### config.mk
export PLATFORM = sky130hd
export DESIGN_NAME = acs_regs
export DESIGN_NICKNAME = d
export VERILOG_FILES = /design/src/design/acs_pkg.sv /design/src/design/acs_divider.sv /design/src/design/acs_serial.sv /design/src/design/acs_regs.sv
export SDC_FILE = /design/constraint.sdc
export NUM_CORES = 1
export LEC_CHECK = 0
export BUFFER_PORTS_ARGS = -buffer_cell sky130_fd_sc_hd__buf_2
export CORE_ASPECT_RATIO = 1.1
export CORE_UTILIZATION = 60
export CTS_BUF_LIST = sky130_fd_sc_hd__clkbuf_16
export CTS_CLUSTER_SIZE = 28
export DETAILED_ROUTE_END_ITERATION = 8
export PLACE_DENSITY = 0.84
export SLEW_MARGIN = 20
export SYNTH_ARGS = -nofsm -noshare
export SYNTH_HDL_FRONTEND = slang
export SYNTH_SLANG_ARGS = --single-unit
### constraint.sdc
create_clock -name clock -period 8.2 [get_ports clock]
set_input_delay 1.64 -clock clock [delete_from_list [all_inputs] [get_ports clock]]
set_output_delay 1.64 -clock clock [all_outputs]
set_load 0.01 [all_outputs]
### src/design/acs_pkg.sv
// Shared constants, types and helpers for the converter register bank
// What this block does
// - Latch source bit 0 drives latch pins from the selected setup's latch field.
// - Latch source bit 1 drives latch pins from the configuration latch field.
// - Latch pins update when a command executes; code bit 1 is A0, bit 0 A1.
// - Guard bit frees the first latch pin; its level still follows the source select.
// - Calibration source 0 uses the setup channel, 1 uses the setup pointer.
// - Rate family bit 1 stretches every word period by six fifths.
// - Word-rate codes 0000-0100 and 1000-1100 are decoded, other codes unused.
// - Every word period is a division of the master clock.
// - First continuous result and every single result take longer than one period.
// - Power-down picks standby or sleep by the power-save select bit.
// - Writing reset-system 1 resets the internal state; the next configuration write resumes, whatever its data.
// - Reset-done flag sets when reset-system is written 1, not on pin reset; clears when configuration is read.
// - Input-short bit shorts all input pairs internally.
// - Four 32-bit pair registers hold eight setups, even setup in upper half.
// - Command 0x05 writes one setup pair register with 32 data bits.
// - Channel select codes 00-11 pick physical channels 1 to 4.
// - Gain code is a power of two, 1 at 000 to 64 at 110.
// - Setup latch field sits at 21:20 upper and 5:4 lower.
// - Settle delay waits 1280 or 1536 master clocks by rate family.
// - Calibration pointer codes 00-11 pick channel 1 to 4 registers.
package acs_pkg;
  localparam int CFG_SAVE_SEL = 31;
  localparam int CFG_PWR_DOWN = 30;
  localparam int CFG_SYS_RST = 29;
  localparam int CFG_RST_DONE = 28;
  localparam int CFG_IN_SHORT = 27;
  localparam int CFG_GUARD = 26;
  localparam int CFG_REF_RANGE = 25;
  localparam int CFG_LATCH_HI = 24;
  localparam int CFG_LATCH_LO = 23;
  localparam int CFG_LATCH_SRC = 22;
  localparam int CFG_CAL_SRC = 20;
  localparam int CFG_RATE_FAM = 19;
  localparam logic [31:0] CFG_WR_MASK = 32'hEFD8_0000;
  localparam logic [31:0] CFG_RESET = 32'h0000_0000;
  localparam logic [31:0] PAIR_RESET = 32'h0000_0000;
  localparam int PAIR_UPPER_LO = 16;
  localparam int ST_CHAN_LO = 14;
  localparam int ST_GAIN_LO = 11;
  localparam int ST_WR_LO = 7;
  localparam int ST_POL = 6;
  localparam int ST_LATCH_LO = 4;
  localparam int ST_DELAY = 3;
  localparam int ST_OPEN_CUR = 2;
  localparam int ST_CALP_LO = 0;
  localparam logic [3:0] FN_WR_CFG = 4'h3;
  localparam logic [3:0] FN_WR_PAIR = 4'h5;
  localparam logic [3:0] FN_RD_CFG = 4'hB;
  localparam logic [3:0] FN_RD_PAIR = 4'hD;
  localparam logic [5:0] CMD_LAST = 6'h07;
  localparam logic [5:0] DATA_LAST = 6'h1F;
  localparam logic [10:0] PERIOD_STD = 11'h500;
  localparam logic [10:0] PERIOD_ALT = 11'h600;
  localparam logic [10:0] SETTLE_STD = 11'h500;
  localparam logic [10:0] SETTLE_ALT = 11'h600;
  localparam logic [2:0] GAIN_MAX = 3'h6;
  typedef enum logic [1:0] {P_CMD, P_WRITE, P_READ} acs_port_t;
  typedef enum logic [1:0] {C_IDLE, C_SETTLE, C_RUN} acs_conv_t;

  // Bit 4 marks a used code; bits 3:0 are the doublings of the fastest period
  function automatic logic [4:0] acs_rate_shift(input logic [3:0] code);
    case (code)
      4'h8: acs_rate_shift = 5'h10;
      4'h9: acs_rate_shift = 5'h11;
      4'hA: acs_rate_shift = 5'h12;
      4'hB: acs_rate_shift = 5'h13;
      4'hC: acs_rate_shift = 5'h14;
      4'h0: acs_rate_shift = 5'h15;
      4'h1: acs_rate_shift = 5'h16;
      4'h2: acs_rate_shift = 5'h17;
      4'h3: acs_rate_shift = 5'h18;
      4'h4: acs_rate_shift = 5'h19;
      default: acs_rate_shift = 5'h00;
    endcase
  endfunction
endpackage

### src/design/acs_divider.sv
// Master clock divider giving a one-cycle tick every period cycles
`timescale 1ns/1ps
module acs_divider
  import acs_pkg::*;
(
  input wire logic clock,
  input wire logic resetn,
  input wire logic run,
  input wire logic [19:0] period,
  output logic tick
);
  typedef struct packed {
    logic [19:0] cnt;
    logic tick;
  } acs_div_t;

  acs_div_t s_q;
  acs_div_t s_d;

  always_comb begin
    s_d = s_q;
    s_d.tick = 1'b0;
    if (!run) begin
      s_d.cnt = 20'h0_0000;
    end else if (s_q.cnt == period - 20'h0_0001) begin
      s_d.cnt = 20'h0_0000;
      s_d.tick = 1'b1;
    end else begin
      s_d.cnt = s_q.cnt + 20'h0_0001;
    end
  end

  always_ff @(posedge clock or negedge resetn) begin
    if (!resetn) begin
      s_q <= '0;
    end else begin
      s_q <= s_d;
    end
  end

  assign tick = s_q.tick;
endmodule // acs_divider

### src/design/acs_serial.sv
// Serial command port pins: synchronisers, bit receive, word shift-out
`timescale 1ns/1ps
module acs_serial
  import acs_pkg::*;
(
  input wire logic clock,
  input wire logic resetn,
  input wire logic cs_n_pin,
  input wire logic sclk_pin,
  input wire logic sdi_pin,
  input wire logic [31:0] tx_word,
  input wire logic tx_load,
  output logic sdo_pin,
  output logic sdo_oe,
  output logic cs_active,
  output logic rx_valid,
  output logic rx_bit
);
  typedef struct packed {
    logic cs_s1;
    logic cs_s2;
    logic ck_s1;
    logic ck_s2;
    logic ck_old;
    logic di_s1;
    logic di_s2;
    logic [31:0] tx;
    logic sdo;
  } acs_ser_t;

  acs_ser_t s_q;
  acs_ser_t s_d;

  always_comb begin
    s_d = s_q;
    s_d.cs_s1 = cs_n_pin;
    s_d.cs_s2 = s_q.cs_s1;
    s_d.ck_s1 = sclk_pin;
    s_d.ck_s2 = s_q.ck_s1;
    s_d.ck_old = s_q.ck_s2;
    s_d.di_s1 = sdi_pin;
    s_d.di_s2 = s_q.di_s1;
    if (tx_load) begin
      s_d.tx = tx_word;
    end else if (!s_q.cs_s2 && s_q.ck_old && !s_q.ck_s2) begin
      // Data leaves on the falling edge so the host samples it on the rise
      s_d.sdo = s_q.tx[31];
      s_d.tx = {s_q.tx[30:0], 1'b0};
    end
    if (s_q.cs_s2) begin
      s_d.sdo = 1'b0;
    end
  end

  always_ff @(posedge clock or negedge resetn) begin
    if (!resetn) begin
      s_q <= '{cs_s1: 1'b1, cs_s2: 1'b1, default: '0};
    end else begin
      s_q <= s_d;
    end
  end

  assign cs_active = !s_q.cs_s2;
  assign rx_valid = !s_q.cs_s2 && s_q.ck_s2 && !s_q.ck_old;
  assign rx_bit = s_q.di_s2;
  assign sdo_pin = s_q.sdo;
  assign sdo_oe = !s_q.cs_s2;
endmodule // acs_serial

### src/design/acs_regs.sv
// Configuration and setup pair registers, latch pins and word-rate control
`timescale 1ns/1ps
module acs_regs
  import acs_pkg::*;
#(
  parameter bit FOUR_CHANNEL = 1'b1
)
(
  input wire logic clock,
  input wire logic resetn,
  input wire logic cs_n_pin,
  input wire logic sclk_pin,
  input wire logic sdi_pin,
  output logic sdo_pin,
  output logic sdo_oe,
  input wire logic [2:0] conv_setup_sel,
  input wire logic conv_start,
  input wire logic single_mode,
  output logic latch_a0,
  output logic latch_a0_en,
  output logic latch_a1,
  output logic guard_enable,
  output logic input_short,
  output logic ref_range_sel,
  output logic standby,
  output logic sleep,
  output logic osc_enable,
  output logic [3:0] sel_channel_hot,
  output logic sel_channel_bad,
  output logic [6:0] sel_gain_factor,
  output logic [2:0] span_div_log2,
  output logic sel_unipolar,
  output logic sel_open_current,
  output logic [1:0] sel_cal_index,
  output logic [19:0] word_period,
  output logic rate_valid,
  output logic settling,
  output logic converting,
  output logic word_tick,
  output logic result_ready,
  output logic reset_done_flag
);
  typedef struct packed {
    logic [31:0] cfg;
    logic [3:0][31:0] pair;
    acs_port_t pst;
    logic [7:0] cmd;
    logic [31:0] shr;
    logic [5:0] cnt;
    logic [31:0] tx;
    logic tx_load;
    acs_conv_t cst;
    logic [15:0] act;
    logic [1:0] latch;
    logic [19:0] period;
    logic rate_ok;
    logic first;
    logic result;
  } acs_state_t;

  acs_state_t s_q;
  acs_state_t s_d;

  logic cs_active;
  logic rx_valid;
  logic rx_bit;
  logic settle_tick;
  logic rate_tick;
  logic [7:0] cmd_next;
  logic [31:0] wdata;
  logic [15:0] sel_word;
  logic [4:0] rate_code;
  logic [10:0] base;
  logic [19:0] settle_len;
  logic exec;
  logic run_ok;

  acs_serial u_serial (
    .clock(clock),
    .resetn(resetn),
    .cs_n_pin(cs_n_pin),
    .sclk_pin(sclk_pin),
    .sdi_pin(sdi_pin),
    .tx_word(s_q.tx),
    .tx_load(s_q.tx_load),
    .sdo_pin(sdo_pin),
    .sdo_oe(sdo_oe),
    .cs_active(cs_active),
    .rx_valid(rx_valid),
    .rx_bit(rx_bit)
  );

  // Settle wait before the first conversion of a delayed setup
  acs_divider u_settle (
    .clock(clock),
    .resetn(resetn),
    .run(s_q.cst == C_SETTLE),
    .period(settle_len),
    .tick(settle_tick)
  );

  // Word period counter, restarted whenever a new setup is taken
  acs_divider u_rate (
    .clock(clock),
    .resetn(resetn),
    .run(s_q.cst == C_RUN && s_q.rate_ok && !conv_start),
    .period(s_q.period),
    .tick(rate_tick)
  );

  assign cmd_next = {s_q.cmd[6:0], rx_bit};
  assign wdata = {s_q.shr[30:0], rx_bit};
  // The divider tick is registered, so count one short to settle for the full length
  assign settle_len = {9'h000, (s_q.cfg[CFG_RATE_FAM] ? SETTLE_ALT : SETTLE_STD) - 11'h001};
  assign run_ok = !s_q.cfg[CFG_PWR_DOWN] && !s_q.cfg[CFG_SYS_RST];

  // Setup 1 of a pair is the upper half, setup 2 the lower
  always_comb begin
    if (conv_setup_sel[0]) begin
      sel_word = s_q.pair[conv_setup_sel[2:1]][PAIR_UPPER_LO-1:0];
    end else begin
      sel_word = s_q.pair[conv_setup_sel[2:1]][31:PAIR_UPPER_LO];
    end
  end

  always_comb begin
    s_d = s_q;
    s_d.tx_load = 1'b0;
    s_d.result = 1'b0;
    exec = 1'b0;
    rate_code = 5'h00;
    base = PERIOD_STD;

    // Serial command port
    if (!cs_active) begin
      s_d.pst = P_CMD;
      s_d.cnt = 6'h00;
    end else if (rx_valid) begin
      s_d.cnt = s_q.cnt + 6'h01;
      case (s_q.pst)
        P_CMD: begin
          s_d.cmd = cmd_next;
          if (s_q.cnt == CMD_LAST) begin
            s_d.cnt = 6'h00;
            case (cmd_next[3:0])
              FN_WR_CFG: begin
                s_d.pst = P_WRITE;
              end
              FN_WR_PAIR: begin
                s_d.pst = P_WRITE;
              end
              FN_RD_CFG: begin
                s_d.pst = P_READ;
                s_d.tx = s_q.cfg;
                s_d.tx_load = 1'b1;
              end
              FN_RD_PAIR: begin
                s_d.pst = P_READ;
                s_d.tx = s_q.pair[cmd_next[5:4]];
                s_d.tx_load = 1'b1;
              end
              default: begin
                s_d.pst = P_CMD;
              end
            endcase
          end
        end
        P_WRITE: begin
          s_d.shr = wdata;
          if (s_q.cnt == DATA_LAST) begin
            s_d.cnt = 6'h00;
            s_d.pst = P_CMD;
            exec = 1'b1;
            if (s_q.cmd[3:0] == FN_WR_PAIR) begin
              s_d.pair[s_q.cmd[5:4]] = wdata;
            end else if (s_q.cfg[CFG_SYS_RST]) begin
              // Leaving reset clears the bit only; other bits need another write
              s_d.cfg = CFG_RESET | (s_q.cfg & ~CFG_WR_MASK);
            end else if (wdata[CFG_SYS_RST]) begin
              s_d.cfg = CFG_RESET;
              s_d.cfg[CFG_SYS_RST] = 1'b1;
              s_d.pair = {4{PAIR_RESET}};
              s_d.act = 16'h0000;
              s_d.cst = C_IDLE;
              s_d.first = 1'b0;
            end else begin
              s_d.cfg = (wdata & CFG_WR_MASK) | (s_q.cfg & ~CFG_WR_MASK);
            end
          end
        end
        P_READ: begin
          if (s_q.cnt == DATA_LAST) begin
            s_d.cnt = 6'h00;
            s_d.pst = P_CMD;
            exec = 1'b1;
            if (s_q.cmd[3:0] == FN_RD_CFG) begin
              s_d.cfg[CFG_RST_DONE] = 1'b0;
            end
          end
        end
        default: begin
          s_d.pst = P_CMD;
        end
      endcase
    end

    // Set wins over the clear made by a read in the same cycle
    if (s_d.cfg[CFG_SYS_RST] && !s_q.cfg[CFG_SYS_RST]) begin
      s_d.cfg[CFG_RST_DONE] = 1'b1;
    end

    // Conversion sequencing
    case (s_q.cst)
      C_IDLE: begin
        s_d.first = 1'b0;
      end
      C_SETTLE: begin
        if (settle_tick) begin
          s_d.cst = C_RUN;
        end
      end
      C_RUN: begin
        if (rate_tick) begin
          if (s_q.first) begin
            s_d.first = 1'b0;
          end else begin
            s_d.result = 1'b1;
            if (single_mode) begin
              s_d.cst = C_IDLE;
            end
          end
        end
      end
      default: begin
        s_d.cst = C_IDLE;
      end
    endcase

    if (conv_start && run_ok) begin
      s_d.act = sel_word;
      s_d.first = 1'b1;
      s_d.cst = sel_word[ST_DELAY] ? C_SETTLE : C_RUN;
    end
    if (!run_ok) begin
      s_d.cst = C_IDLE;
    end

    // Word period from the active setup and the rate family
    rate_code = acs_rate_shift(s_d.act[ST_WR_LO+3:ST_WR_LO]);
    base = s_d.cfg[CFG_RATE_FAM] ? PERIOD_ALT : PERIOD_STD;
    s_d.rate_ok = rate_code[4];
    s_d.period = {9'h000, base} << rate_code[3:0];

    // Latch pins follow the chosen source on command execution or setup change
    if (exec || (conv_start && run_ok)) begin
      if (s_d.cfg[CFG_LATCH_SRC]) begin
        s_d.latch = s_d.cfg[CFG_LATCH_HI:CFG_LATCH_LO];
      end else begin
        s_d.latch = s_d.act[ST_LATCH_LO+1:ST_LATCH_LO];
      end
    end
    if (s_d.cfg[CFG_SYS_RST] && !s_q.cfg[CFG_SYS_RST]) begin
      s_d.latch = 2'h0;
    end
  end

  always_ff @(posedge clock or negedge resetn) begin
    if (!resetn) begin
      s_q <= '{pst: P_CMD, cst: C_IDLE, default: '0};
    end else begin
      s_q <= s_d;
    end
  end

  assign latch_a0 = s_q.latch[1];
  assign latch_a1 = s_q.latch[0];
  assign latch_a0_en = !s_q.cfg[CFG_GUARD];
  assign guard_enable = s_q.cfg[CFG_GUARD];
  assign input_short = s_q.cfg[CFG_IN_SHORT];
  assign ref_range_sel = s_q.cfg[CFG_REF_RANGE];
  assign standby = s_q.cfg[CFG_PWR_DOWN] && !s_q.cfg[CFG_SAVE_SEL];
  assign sleep = s_q.cfg[CFG_PWR_DOWN] && s_q.cfg[CFG_SAVE_SEL];
  assign osc_enable = !sleep;
  assign reset_done_flag = s_q.cfg[CFG_RST_DONE];

  // Channel decode; channels 3 and 4 exist only on the four-channel build
  always_comb begin
    sel_channel_hot = 4'h1 << s_q.act[ST_CHAN_LO+1:ST_CHAN_LO];
    sel_channel_bad = !FOUR_CHANNEL && s_q.act[ST_CHAN_LO+1];
  end

  // Gain 2^code, zero above code 6; span divides by the gain alone, span_div_log2 is the gain code
  always_comb begin
    sel_gain_factor = 7'h01 << s_q.act[ST_GAIN_LO+2:ST_GAIN_LO];
    if (s_q.act[ST_GAIN_LO+2:ST_GAIN_LO] > GAIN_MAX) begin
      sel_gain_factor = 7'h00;
    end
    span_div_log2 = s_q.act[ST_GAIN_LO+2:ST_GAIN_LO];
  end

  // Calibration register pair comes from channel or pointer field
  always_comb begin
    if (s_q.cfg[CFG_CAL_SRC]) begin
      sel_cal_index = s_q.act[ST_CALP_LO+1:ST_CALP_LO];
    end else begin
      sel_cal_index = s_q.act[ST_CHAN_LO+1:ST_CHAN_LO];
    end
  end

  assign sel_unipolar = s_q.act[ST_POL];
  assign sel_open_current = s_q.act[ST_OPEN_CUR];
  assign word_period = s_q.period;
  assign rate_valid = s_q.rate_ok;
  assign settling = s_q.cst == C_SETTLE;
  assign converting = s_q.cst == C_RUN;
  assign word_tick = rate_tick;
  assign result_ready = s_q.result;
endmodule // acs_regs

==> results by stage <==
Yosys:
- The netlist uses just over 70 different library cells.
- The sequential fraction of the synthesis area is 51.9%.
- For this run, the number of Yosys warnings is 0.
- The number of flops mapped to enable cells by yosys is 0.
- Each instance of the synthesized netlist takes up on average 10.5 um^2.
- The synthesized design devotes to its leading area cell type 51.5% of total area.
- The synthesized cell area is 16100 um^2.
- The commonest cells after synthesis are 332 x sky130_fd_sc_hd__dfrtp_1, 302 x sky130_fd_sc_hd__nand2_1, 184 x sky130_fd_sc_hd__o21ai_0, 96 x sky130_fd_sc_hd__nor2_1, 70 x sky130_fd_sc_hd__clkbuf_1.
- In the post-synthesis netlist, the biggest area contributors are sky130_fd_sc_hd__dfrtp_1 52%, sky130_fd_sc_hd__mux4_2 8.5%, sky130_fd_sc_hd__nand2_1 7.0%.
- The most frequently used cell type in the post-synthesis netlist is sky130_fd_sc_hd__dfrtp_1.
- The register bit total from synthesis is 334.
- The most used flip-flop cell after synthesis is sky130_fd_sc_hd__dfrtp_1.
- The share of flip-flops with an asynchronous set or reset is 100%.
- Summed over all instances, the cell type with the most area after synthesis is sky130_fd_sc_hd__dfrtp_1.
- In the synthesized netlist, the number of instances is 1539.

Power and ir drop:
- Overall power consumption after layout is estimated at 3.62 mW.
- Registers are responsible for 47.1% of the overall power.
- The standby leakage power is between 7 and 8 nW.
- In this run switching power makes up 25.4% of total power.
- Combinational cells account for 10.2% of the total power.
- IR analysis of the VDD net gives a maximum drop of 0.000186 V.
- The switching power is ~0.9 mW.
- The part of the total power dissipated in the clock network is 42.7%.
- The internal power summed over all cells is 2.70 mW.
- The power density normalized to cell area is 205 nW/um^2.

Critical path:
- The classification of the worst setup path is in2reg.
- The largest fanout of any net on the critical path is 34.
- The required time reported for the critical path endpoint is 8.60 ns.
- The startpoint kind of the worst setup timing path is an input port.
- The worst setup path is captured at a flip-flop.
- The arrival time reported for the critical path endpoint is 5.04 ns.

Drt:
- The number of DRC violations after detailed routing is 0.
- The routed layout has between 10000 and 15000 vias.
- The average routed wire per standard cell is 20.4 um.
- The number of nets with antenna violations after detailed routing is 0.
- The ratio of routed vias to standard cells is 6.31.
- The detailed-routing iteration count for the pre-antenna-repair pass is 5.
- The violation count after the first detailed-routing iteration is 1255.
- The total routed wirelength is a little under 40000 um.

Finish:
- The number of nets in the layout is 1565.
- 0 antenna diodes ended up in the layout.
- The layout-stage area growth over the synthesis result is 9.53%.
- The fraction of layout instances using a drive strength above 1 is 16.2%.
- Fill cells in the final layout number 1911.

Timing:
- The number of failing hold endpoints at the final stage is 0.
- The worst relative slew slack is 24.9%.
- The total setup violations reported at the end of the flow is 0.
- The fmax is 0.216 GHz.
- Setup repair after global routing left no endpoint under its margin.
- The time the worst path needs with I/O delays and setup is 4.64 ns.
- The measured slew at the worst slew-check pin is 1.12 ns.
- Setup total negative slack on the finished layout was measured at 0 ns.
- The worst path uses 56.6% of the clock period.
- The worst hold slack after final layout is 0.346 ns.
- The final-report max-slew violation count came to 0.
- The clock arrives with 0.0296 ns of skew.

Placement:
- Summed over all nets, the half-perimeter wirelength after detailed placement is approximately 25000 um.
- The congestion estimate from routability-driven global placement came to approximately 0.87.
- The count of buffers added on input and output ports is 56.

Clock network:
- In this run, post-CTS repair resized a total of 0 instances.
- The clock sink count is 334.
- The post-CTS setup buffer count is 0.
- The maximum level of the CTS H-tree is 2.
- The count of hold buffers inserted by post-cts repair is 0.
- TritonCTS created 35 clock buffers.
- The maximum buffer depth of the clock tree is 3.
- The later pin in the worst-skew pair is clocked with a latency of 0.53 ns.
- The clock transition time at the flip-flop clock pins of the worst setup and hold paths is 0.06 ns.
- TritonCTS built the clock tree.
- Clock tree synthesis selected as its root buffer the cell sky130_fd_sc_hd__clkbuf_16.

Die:
- The initial utilization of the core area, before any placement, comes to 61.5%.
- The die is between 150 and 200 um tall.
- The floorplan die area is 27500 um^2.
- During I/O placement, the number of pins put on the boundary was 66.
- The horizontal die dimension is approximately 160 um.
- The core region is 26200 um^2.
- After floorplanning, the core was divided into 62 placement rows.

Job:
- Across the run, the number of max-cap violations was 0.

Global routing:
- The first global-routing pass estimated 62700 um of wire.
- The largest net degree at the start of global routing is ~180.
- The total overflow left after global routing is 0.
- The number of global-route vias before repair is 12000.
- The number of antenna violations at the first check in global routing is 0.
- Global routing used 29.4% of the available tracks.

Min path:
- The worst hold path class is reg2reg.

Status:
- The flow ran to the end, and the final reports show no timing, DRC or antenna violations.
[worst max-delay path: stages]
cell,delay (ns)
sky130_fd_sc_hd__buf_2,0.70
sky130_fd_sc_hd__mux4_2,0.58
sky130_fd_sc_hd__or2_0,0.23
sky130_fd_sc_hd__and2_1,0.23
sky130_fd_sc_hd__inv_2,0.16
sky130_fd_sc_hd__a211oi_2,0.05
sky130_fd_sc_hd__a31oi_1,0.31
sky130_fd_sc_hd__inv_1,0.08
sky130_fd_sc_hd__ha_1,0.33
sky130_fd_sc_hd__nand2b_1,0.19
sky130_fd_sc_hd__a221o_1,0.31
sky130_fd_sc_hd__a221oi_1,0.21
[sequential cells by signal, indices dropped and copies added, names as in the netlist, 3 cells and up]
name and cells:
s_q 221, u_serial.s_q 34, u_rate.s_q 20, u_settle.s_q 20, word_period 12, cmd_next 6, u_serial.s_d 4, span_div_log2 3
[path summary, 6_finish.rpt]
check                                  startpoint               to  cells after the start  slack, ns
worst max-delay path            conv_setup_sel[2]  word_period[11]                     12       3.56
worst min-delay path             u_serial.s_d[33]  u_serial.rx_bit                      0       0.35
worst max register to register           s_q[123]  word_period[11]                     13       4.22
worst min register to register   u_serial.s_d[33]  u_serial.rx_bit                      0       0.35
max in group asynchronous                  resetn      cmd_next[4]                      2       5.67
min in group asynchronous                  resetn  u_settle.s_q[4]                      1       1.07
[layout make-up]
cell class | instances | area [um^2] | area share (%)
clock inverters | 25 | 200 | 1.13
multi-input cells | 1068 | 7200 | 40.8
well taps | 352 | 440 | 2.49
inverters | 30 | 113 | 0.638
repair buffers | 74 | 438 | 2.48
flip-flops and latches | 334 | 8360 | 47.4
clock buffers | 36 | 901 | 5.10
[metrics by stage]
| step | cells | cell area, um^2 | setup WS [ns] | utilization, % |
|---|---|---|---|---|
| after floorplan | 1547 | 16100 | 3.78 | - |
| after global placement | 1858 | 16600 | 3.18 | 63.1 |
| after detailed placement | 1858 | 16600 | 3.12 | 63.1 |
| after CTS | 1919 | 17700 | 3.63 | 67.3 |
| after global routing | 1919 | 17700 | 3.42 | 67.3 |
| final | 1919 | 17700 | 3.56 | 67.3 |
[cells in the final DEF, fill, tap and decap left out, types with 4 or more instances in the layout]
cell / synthesis / routed
sky130_fd_sc_hd__dfrtp_1: 332 / 331
sky130_fd_sc_hd__nand2_1: 302 / 302
sky130_fd_sc_hd__o21ai_0: 184 / 184
sky130_fd_sc_hd__nor2_1: 96 / 96
sky130_fd_sc_hd__mux4_2: 61 / 61
sky130_fd_sc_hd__buf_2: 9 / 55
sky130_fd_sc_hd__nand3_1: 53 / 53
sky130_fd_sc_hd__mux2i_1: 52 / 52
sky130_fd_sc_hd__mux2_2: 41 / 41
sky130_fd_sc_hd__clkbuf_16: 0 / 36
sky130_fd_sc_hd__inv_1: 28 / 34
sky130_fd_sc_hd__xnor2_1: 25 / 25
sky130_fd_sc_hd__xor2_1: 23 / 23
sky130_fd_sc_hd__a21oi_1: 19 / 19
sky130_fd_sc_hd__nor2b_1: 18 / 18
sky130_fd_sc_hd__buf_4: 24 / 17
sky130_fd_sc_hd__and3_1: 15 / 15
sky130_fd_sc_hd__a221oi_1: 14 / 14
sky130_fd_sc_hd__o22ai_1: 13 / 13
sky130_fd_sc_hd__ha_1: 12 / 12
sky130_fd_sc_hd__nand4_1: 10 / 10
sky130_fd_sc_hd__nor3_1: 11 / 10
sky130_fd_sc_hd__nor3b_1: 9 / 9
sky130_fd_sc_hd__conb_1: 1 / 9
sky130_fd_sc_hd__or3_1: 7 / 7
sky130_fd_sc_hd__nand2b_1: 7 / 7
sky130_fd_sc_hd__nor4_1: 7 / 7
sky130_fd_sc_hd__clkinv_1: 0 / 7
sky130_fd_sc_hd__a31oi_1: 6 / 6
sky130_fd_sc_hd__o31ai_1: 5 / 5
sky130_fd_sc_hd__clkinv_2: 0 / 5
sky130_fd_sc_hd__o211ai_1: 4 / 4
sky130_fd_sc_hd__a21o_1: 4 / 4
sky130_fd_sc_hd__and3b_1: 4 / 4
sky130_fd_sc_hd__and2_1: 4 / 4
sky130_fd_sc_hd__or2_2: 4 / 4
[power groups by stage]
stage / Combinational, mW / Sequential (mW) / Clock [mW]
floorplan: 0.271 / 1.72 / 0
global placement: 0.362 / 1.73 / 0
detailed placement: 0.369 / 1.73 / 0
CTS: 0.370 / 1.70 / 1.56
global route: 0.398 / 1.71 / 1.62
finish: 0.369 / 1.70 / 1.54
[cells by family after synthesis]
kind of cell / after synthesis / synth area share (%)
other: 1 / 0.0233
buffers and inverters: 145 / 4.05
and+or+nand+nor: 571 / 16.0
xor gates and xnor gates: 48 / 2.61
AOI/OAI and AO/OA: 274 / 9.87
adders and majority gates: 12 / 0.932
DFF: 334 / 51.9
muxes: 154 / 14.6
[per-layer routing]
layer / GRT usage [%] / part of all wire, % / vias up
met5: 0 / 0 / -
met3: 4.99 / 7.5 / 138
met4: 15.4 / 5.0 / 0
met2: 47.4 / 49 / 575
li1: - / - / 5372
met1: 38.0 / 38 / 6019
Power figures use the tool's default switching activity.
